===== src/ppp_defs.vh =====
// constants for the parallel programming port
`ifndef PPP_DEFS_VH
`define PPP_DEFS_VH
`define PPP_ACT_ADDR      2'h0
`define PPP_ACT_DATA      2'h1
`define PPP_ACT_CMD       2'h2
`define PPP_ACT_IDLE      2'h3
`define PPP_CMD_ERASE     8'h80
`define PPP_CMD_WR_FUSE   8'h40
`define PPP_CMD_WR_LOCK   8'h20
`define PPP_CMD_WR_FLASH  8'h10
`define PPP_CMD_WR_EEPROM 8'h11
`define PPP_CMD_RD_SIG    8'h08
`define PPP_CMD_RD_FUSE   8'h04
`define PPP_CMD_RD_FLASH  8'h02
`define PPP_CMD_RD_EEPROM 8'h03
`define PPP_CMD_RESET     8'h00
`define PPP_BS_HOLD_NS    100
`define PPP_CLK_NS        25
`define PPP_BS_HOLD_CYC   ((`PPP_BS_HOLD_NS + `PPP_CLK_NS - 1) / `PPP_CLK_NS)
`define PPP_PROG_CYC      64
`endif


===== src/ppp_port.v =====
// parallel programming port, device side
// Operation
// - done indicator low while programming, else high
// - drive data bus only while output enable low
// - program pulse starts programming when an erase or write command is loaded, indicator falls
// - byte select: 0 low byte, 1 high
// - action bits select address, data, command, idle
// - address byte chosen by byte select
// - data byte chosen by byte select
// - decode erase and write commands
// - decode read commands
// - select stable 100ns after high voltage, else fail
// - command and address kept through programming
`timescale 1ns/1ps
`default_nettype none
`include "ppp_defs.vh"
module ppp_port #(
    parameter PROG_CYC = `PPP_PROG_CYC,
    parameter BS_HOLD  = `PPP_BS_HOLD_CYC
) (
    // clock, reset, enable
    input  wire        clock,
    input  wire        reset_n,
    input  wire        clock_en,
    // programming entry
    input  wire        high_voltage_present,
    output reg         prog_mode,
    // control pins
    input  wire        crystal_strobe_input,
    input  wire        latch_action_lo,
    input  wire        latch_action_hi,
    input  wire        byte_half_select,
    input  wire        output_drive_n,
    input  wire        program_pulse_n,
    output reg         prog_done_indicator,
    // data bus
    input  wire [7:0]  data_in,
    output reg  [7:0]  data_out,
    output reg         data_oe,
    // memory side
    output reg         mem_write,
    output reg         mem_erase,
    output reg  [7:0]  mem_cmd,
    output reg  [15:0] mem_addr,
    output reg  [15:0] mem_wdata,
    input  wire [7:0]  mem_rdata_lo,
    input  wire [7:0]  mem_rdata_hi
);
    // sequencer states
    localparam ST_OFF   = 2'h0;
    localparam ST_ENTRY = 2'h1;
    localparam ST_READY = 2'h2;
    localparam ST_BUSY  = 2'h3;

    wire [6:0] pins_s;
    wire [7:0] data_s;
    reg  [1:0] state;
    reg  [1:0] next_state;
    reg  [15:0] count;
    reg  [15:0] next_count;
    reg        xtal_d;
    reg        wr_d;
    reg        hv_d;
    reg        bs_at_entry;
    reg        is_write_cmd;
    reg        is_read_cmd;
    // synchronised pin fields
    wire       xtal_s = pins_s[0];
    wire [1:0] action = pins_s[2:1];
    wire       bs_s   = pins_s[3];
    wire       oe_n_s = pins_s[4];
    wire       wr_n_s = pins_s[5];
    wire       hv_s   = pins_s[6];
    // edges of the synchronised strobes
    wire       xtal_rise  = xtal_s & ~xtal_d;
    wire       wr_fall    = ~wr_n_s & wr_d;
    wire       hv_rise    = hv_s & ~hv_d;
    // loads are only taken while ready
    wire       load_stb   = (state == ST_READY) && xtal_rise;
    wire       load_addr  = load_stb && (action == `PPP_ACT_ADDR);
    wire       load_data  = load_stb && (action == `PPP_ACT_DATA);
    wire       load_cmd   = load_stb && (action == `PPP_ACT_CMD);
    wire       start_prog = (state == ST_READY) && (next_state == ST_BUSY);
    wire       next_mode  = (next_state == ST_READY) || (next_state == ST_BUSY);

    // command classes
    always @* begin
        is_write_cmd = 1'b0;
        is_read_cmd  = 1'b0;
        case (mem_cmd)
            `PPP_CMD_ERASE,
            `PPP_CMD_WR_FUSE,
            `PPP_CMD_WR_LOCK,
            `PPP_CMD_WR_FLASH,
            `PPP_CMD_WR_EEPROM: begin
                is_write_cmd = 1'b1;
            end
            `PPP_CMD_RD_SIG,
            `PPP_CMD_RD_FUSE,
            `PPP_CMD_RD_FLASH,
            `PPP_CMD_RD_EEPROM: begin
                is_read_cmd = 1'b1;
            end
            default: begin
                is_write_cmd = 1'b0;
                is_read_cmd  = 1'b0;
            end
        endcase
    end

    ppp_sync #(.WIDTH(7)) u_pin_sync (
        .clock    (clock),
        .reset_n  (reset_n),
        .clock_en (clock_en),
        .async_in ({high_voltage_present, program_pulse_n, output_drive_n, byte_half_select,
                    latch_action_hi, latch_action_lo, crystal_strobe_input}),
        .sync_out (pins_s)
    );
    ppp_sync #(.WIDTH(8)) u_data_sync (
        .clock    (clock),
        .reset_n  (reset_n),
        .clock_en (clock_en),
        .async_in (data_in),
        .sync_out (data_s)
    );

    always @* begin
        next_state = state;
        next_count = count;
        case (state)
            ST_OFF: begin
                next_count = 16'h0000;
                // only a fresh high-voltage edge may start entry
                if (hv_rise && !bs_s)
                    next_state = ST_ENTRY;
            end
            ST_ENTRY: begin
                // select must stay put while high voltage settles
                if (!hv_s)
                    next_state = ST_OFF;
                else if (bs_s != bs_at_entry)
                    next_state = ST_OFF;
                else if (count >= BS_HOLD[15:0] - 16'h0001)
                    next_state = ST_READY;
                else
                    next_count = count + 16'h0001;
            end
            ST_READY: begin
                next_count = 16'h0000;
                if (!hv_s)
                    next_state = ST_OFF;
                else if (wr_fall && is_write_cmd)
                    next_state = ST_BUSY;
            end
            ST_BUSY: begin
                if (count >= PROG_CYC[15:0] - 16'h0001)
                    next_state = hv_s ? ST_READY : ST_OFF;
                else
                    next_count = count + 16'h0001;
            end
            default: next_state = ST_OFF;
        endcase
    end

    // strobe history; reset level matches the synchroniser, so no false edge
    always @(posedge clock or negedge reset_n) begin
        if (!reset_n) begin
            xtal_d <= 1'b0;
            wr_d   <= 1'b0;
        end else if (clock_en) begin
            xtal_d <= xtal_s;
            wr_d   <= wr_n_s;
        end
    end

    // high-voltage history for the entry edge
    always @(posedge clock or negedge reset_n) begin
        if (!reset_n) begin
            hv_d <= 1'b0;
        end else if (clock_en) begin
            hv_d <= hv_s;
        end
    end

    // sequencer
    always @(posedge clock or negedge reset_n) begin
        if (!reset_n) begin
            state <= ST_OFF;
            count <= 16'h0000;
        end else if (clock_en) begin
            state <= next_state;
            count <= next_count;
        end
    end

    // select level seen while the sequencer is off
    always @(posedge clock or negedge reset_n) begin
        if (!reset_n) begin
            bs_at_entry <= 1'b0;
        end else if (clock_en) begin
            if (state == ST_OFF)
                bs_at_entry <= bs_s;
        end
    end

    // mode flag lines up with the next state
    always @(posedge clock or negedge reset_n) begin
        if (!reset_n) begin
            prog_mode <= 1'b0;
        end else if (clock_en) begin
            prog_mode <= next_mode;
        end
    end

    // ready flag low for the whole programming time
    always @(posedge clock or negedge reset_n) begin
        if (!reset_n) begin
            prog_done_indicator <= 1'b1;
        end else if (clock_en) begin
            prog_done_indicator <= (next_state != ST_BUSY);
        end
    end

    // command kept until overwritten, also across programming
    always @(posedge clock or negedge reset_n) begin
        if (!reset_n) begin
            mem_cmd <= `PPP_CMD_RESET;
        end else if (clock_en) begin
            if (load_cmd)
                mem_cmd <= data_s;
        end
    end

    // address halves chosen by the byte select
    always @(posedge clock or negedge reset_n) begin
        if (!reset_n) begin
            mem_addr <= 16'h0000;
        end else if (clock_en) begin
            if (load_addr) begin
                if (bs_s)
                    mem_addr[15:8] <= data_s;
                else
                    mem_addr[7:0] <= data_s;
            end
        end
    end

    // data halves chosen by the byte select
    always @(posedge clock or negedge reset_n) begin
        if (!reset_n) begin
            mem_wdata <= 16'h0000;
        end else if (clock_en) begin
            if (load_data) begin
                if (bs_s)
                    mem_wdata[15:8] <= data_s;
                else
                    mem_wdata[7:0] <= data_s;
            end
        end
    end

    // one-cycle write strobe towards the array
    always @(posedge clock or negedge reset_n) begin
        if (!reset_n) begin
            mem_write <= 1'b0;
        end else if (clock_en) begin
            mem_write <= start_prog && (mem_cmd != `PPP_CMD_ERASE);
        end
    end

    // one-cycle erase strobe; erase uses no address or data
    always @(posedge clock or negedge reset_n) begin
        if (!reset_n) begin
            mem_erase <= 1'b0;
        end else if (clock_en) begin
            mem_erase <= start_prog && (mem_cmd == `PPP_CMD_ERASE);
        end
    end

    // bus turned around only in programming mode, in step with the mode flag
    always @(posedge clock or negedge reset_n) begin
        if (!reset_n) begin
            data_oe <= 1'b0;
        end else if (clock_en) begin
            data_oe <= next_mode && !oe_n_s;
        end
    end

    // read byte picked by the select; zero while no read command is loaded
    always @(posedge clock or negedge reset_n) begin
        if (!reset_n) begin
            data_out <= 8'h00;
        end else if (clock_en) begin
            if (is_read_cmd) begin
                if (bs_s)
                    data_out <= mem_rdata_hi;
                else
                    data_out <= mem_rdata_lo;
            end else begin
                data_out <= 8'h00;
            end
        end
    end
endmodule // ppp_port
`default_nettype wire


===== src/ppp_sync.v =====
// two-stage synchroniser for pin inputs
`timescale 1ns/1ps
`default_nettype none
module ppp_sync #(
    parameter WIDTH = 1
) (
    // clock and reset
    input  wire             clock,
    input  wire             reset_n,
    input  wire             clock_en,
    // data
    input  wire [WIDTH-1:0] async_in,
    output reg  [WIDTH-1:0] sync_out
);
    reg [WIDTH-1:0] stage1;
    always @(posedge clock or negedge reset_n) begin
        if (!reset_n) begin
            stage1   <= {WIDTH{1'b0}};
            sync_out <= {WIDTH{1'b0}};
        end else if (clock_en) begin
            stage1   <= async_in;
            sync_out <= stage1;
        end
    end
endmodule // ppp_sync
`default_nettype wire


===== config.mk =====
export PLATFORM = sky130hd
export DESIGN_NAME = ppp_port
export DESIGN_NICKNAME = d
export VERILOG_FILES = /design/src/ppp_port.v /design/src/ppp_sync.v
export VERILOG_INCLUDE_DIRS = /design/src
export SDC_FILE = /design/constraint.sdc
export NUM_CORES = 1
export LEC_CHECK = 0
export ABC_AREA = 1
export BUFFER_PORTS_ARGS = -buffer_cell sky130_fd_sc_hd__buf_4
export CORE_MARGIN = 10
export CORE_UTILIZATION = 40
export DETAILED_ROUTE_END_ITERATION = 10
export PLACE_DENSITY_LB_ADDON = 0.05
export RECOVER_POWER = 25
export SLEW_MARGIN = 20
export SYNTH_ARGS = -nofsm -noshare
export SYNTH_HDL_FRONTEND = slang
export SYNTH_SLANG_ARGS = --single-unit

===== constraint.sdc =====
create_clock -name clock -period 5.2 [get_ports clock]
set_clock_uncertainty 0.2 [all_clocks]
set_input_delay 0.52 -clock clock [delete_from_list [all_inputs] [get_ports clock]]
set_output_delay 0.52 -clock clock [all_outputs]
set_load 0.01 [all_outputs]

==> reports/qor.tcl <==
set qor(run_status) {finished, final reports clean}
set qor(grt_max_degree) 58
set qor(synthDistinctLibCells) 36
set qor(postCtsSetupBuffers) 0
set qor(cts_root_buffer) {sky130_fd_sc_hd__clkbuf_16}
set qor(max_cap_viols) 0
set qor(power.leakage_nw) 2.87
set qor(core_area_sq_um) 10900
set qor(layout.cells.most_common_list) {sky130_fd_sc_hd__nand2_1, sky130_fd_sc_hd__dfrtp_1, sky130_fd_sc_hd__buf_4}
set qor(antenna_found_initial) 0
set qor(num-fill-cells) 1085
set qor(met1_length_um) 4910
set qor(drv_slew) 0
set qor(num-nets-final) 597
set qor(setup_violations_final) 0
set qor(initialDrtViolationCount) 270
set qor(hold_buffers) 0
set qor(share_of_final_layout_standard_cells_stronger_than_drive_strength_1_pct) 23.5
set qor(dr.max_layer_used) {met4}
set qor(number_of_global_route_vias_before_repair) 3420
set qor(min-delay-path-class) {in2async}
set qor(flow.area_growth_from_synthesis_pct) 22.9
set qor(endpoint_kind) {flop}
set qor(groute.usage.overall_pct) 13.5
set qor(mappedNetlistNets) 518
set qor(synthesized_netlist_cell_count) 483
set qor(place.gp.congestion) 0.789
set qor(final_area_sq_um) 5530
set qor(floorplan.rows) 38
set qor(worst_skew_pair.late_latency_ns) 0.34
set qor(worst_slew_margin_rel_pct) 46.3
set qor(initial_standard_cell_utilization_of_the_core_pct) 41.1
set qor(timing.critical_path.required_ns) 5.22
set qor(grt_first_pass_wirelength_um) 17700
set qor(ys_seq_elements) 105
set qor(vdd_ir_drop_max_uv) 223
set qor(multi_input_area_sq_um) 1580
set qor(drt_pre_antenna_iters) 4
set qor(synthFlopType) {sky130_fd_sc_hd__dfrtp_1}
set qor(setup.worst_path.class) {in2reg}
set qor(number_of_diodes_added_for_antenna_fixing) 0
set qor(yosysWarnings) 0
set qor(rsz0062_at_grt) {no}
set qor(max-clock-path-buffers) 2
set qor(cts_num_sinks) 105
set qor(design.die.area_sq_um) 15900
set qor(r2r-end) {count[4]$_DFFE_PN0P_}
set qor(fmax_mhz) 423
set qor(power_density_nw_per_um2) 330
set qor(port_buffers) 86
set qor(cp_max_fo) 55
set qor(hold-worst-slack_ns) 0.0397
set qor(ios) 87
set qor(clock_tree_from_tritoncts) {built}
set qor(crit_path_cell_chain) {buf_4, inv_2, nor2_1, nand3_2, nand2_1, o21ai_2}
set qor(synth_sequential_area_ratio_pct) 58.4
set qor(reg2reg_from) {u_pin_sync.sync_out[3]$_DFFE_PN0P_}
set qor(met3WireLength_um) 483
set qor(post_drt_wl_per_cell_um) 14.6
set qor(sequential_cell_area_sq_um) 2630
set qor(netlist_area_sq_um) 4500
set qor(ys_async_sr_fraction_pct) 100
set qor(avgViaCountPerCell) 4.76
set qor(h_tree_level_count) 3
set qor(die_width_um) 126
set qor(timing_worst_slew_pin_value_ns) 0.803
set qor(dp.final_hpwl_um) 7310
set qor(dp_area_sq_um) 5200
set qor(worst_setup_path_start_kind) {input pin}
set qor(final-hold-violation-count) 0
set qor(layout.cells.most_common) {sky130_fd_sc_hd__nand2_1}
set qor(overflow) 0
set qor(vias) 3363
set qor(final_worst_path_cycle_share_pct) 45.5
set qor(ant_nets) 0
set qor(worst-r2r-cell-count) 7
set qor(post-route-drc-count) 0
set qor(setup_total_negative_slack_ns) 0
set qor(finalCoreUtilization_pct) 50.5
set qor(crit_path_max_incr_delay_ns) 0.43
set qor(place_ws_ns) 2.47
set qor(synth-edff-count) 0
set qor(clk_transition_reported_paths_ns) 0.07
set qor(syn_area_per_cell_sq_um) 9.31
set qor(setup_ws_ns) 2.84
set qor(routed_wirelength_um) 10300
set qor(fp.dieH_um) 126
set qor(final_critical_path_time_including_i_o_delays_and_setup_ns) 2.36
set qor(cts_buf_count) 9
set qor(cts_resized) 0
set qor(routed-wl-met2_um) 4860
set qor(timing.critical_path.slowest_stage_cell) {sky130_fd_sc_hd__inv_2}
set qor(regToRegSetupSlack_ns) 2.92
set qor(arrival_time_at_the_worst_endpoint_ns) 2.39
==> Yosys cell counts (2+ instances only) <==
library cell | number | area [sq um]
sky130_fd_sc_hd__buf_2 | 2 | 10.0
sky130_fd_sc_hd__o21ai_1 | 24 | 120
sky130_fd_sc_hd__or2_2 | 4 | 25.0
sky130_fd_sc_hd__dfrtp_1 | 104 | 2600
sky130_fd_sc_hd__nand3_2 | 4 | 40.0
sky130_fd_sc_hd__o21ai_0 | 26 | 130
sky130_fd_sc_hd__inv_1 | 39 | 146
sky130_fd_sc_hd__mux2i_1 | 8 | 80.1
sky130_fd_sc_hd__o21ai_2 | 14 | 123
sky130_fd_sc_hd__o31ai_1 | 9 | 67.6
sky130_fd_sc_hd__nor2_1 | 24 | 90.1
sky130_fd_sc_hd__nand3_1 | 13 | 65.1
sky130_fd_sc_hd__buf_4 | 2 | 15.0
sky130_fd_sc_hd__clkbuf_1 | 9 | 33.8
sky130_fd_sc_hd__nand4_1 | 8 | 50.1
sky130_fd_sc_hd__o21bai_1 | 2 | 15.0
sky130_fd_sc_hd__nand2_1 | 167 | 627
sky130_fd_sc_hd__buf_6 | 6 | 67.6
==> routing by layer <==
layer / GRT usage (%) / up-vias
met4: 3.22 / 0
li1: - / 1708
met1: 18.1 / 1588
met3: 4.45 / 7
met5: 0 / -
met2: 20.7 / 60
==> critical path: cells and delay by family <==
family / cells / cell delay [ns]
simple gates: 3 / 0.92
buf+inv: 2 / 0.84
compound gates: 1 / 0.06
==> stage by stage <==
step | power, mW | cells
floorplan | 1.04 | 483
detailed placement | 1.12 | 691
CTS | 1.85 | 707
global placement | 1.12 | 691
global route | 1.91 | 707
finish | 1.82 | 707
==> worst max-delay path by stage <==
stage	from	end	slack, ns	cells after the start
floorplan	clock_en	mem_wdata[0]$_DFFE_PN0P_	3.46	7
global placement	clock_en	mem_wdata[6]$_DFFE_PN0P_	2.52	6
detailed placement	clock_en	mem_wdata[6]$_DFFE_PN0P_	2.47	6
CTS	clock_en	mem_wdata[6]$_DFFE_PN0P_	2.83	6
global route	clock_en	mem_wdata[7]$_DFFE_PN0P_	2.59	6
finish	clock_en	mem_wdata[6]$_DFFE_PN0P_	2.84	6
==> logic make-up after synthesis <==
kind of cell / Yosys count / synth area share (%)
multiplexers: 8 / 1.78
adder cells (fa/ha/maj): 1 / 0.278
XOR/XNOR: 2 / 0.390
AND/OR/NAND/NOR: 231 / 22.5
AO/OA/AOI/OAI: 76 / 10.3
flip-flops: 105 / 58.4
buffers and inverters: 60 / 6.34
==> cell type report <==
class                      instances  area share, %
sequential                       105           47.6
tap                              140           3.17
clock buffer                      13           5.07
clock inverter                     3          0.838
multi-input combinational        318           28.7
timing repair buffer              87           11.8
inverter                          41           2.88
==> flip-flops by register name, indices dropped and copies added, names as in the netlist <==
name / count
count: 16
u_pin_sync.sync_out: 7
mem_cmd: 8
mem_addr: 16
mem_write: 1
prog_done_indicator: 1
bs_at_entry: 1
hv_d: 1
xtal_d: 1
data_out: 8
u_data_sync.sync_out: 8
data_oe: 1
state: 2
u_data_sync.stage1: 8
u_pin_sync.stage1: 7
prog_mode: 1
wr_d: 1
mem_erase: 1
mem_wdata: 16
==> where the power goes <==
group / switching, mW / internal [mW] / total [mW]
logic: 0.126 / 0.0711 / 0.197
clock network: 0.295 / 0.427 / 0.722
registers: 0.0415 / 0.861 / 0.902
total: 0.463 / 1.36 / 1.82
Note: power is estimated with default switching activity, not from simulation.
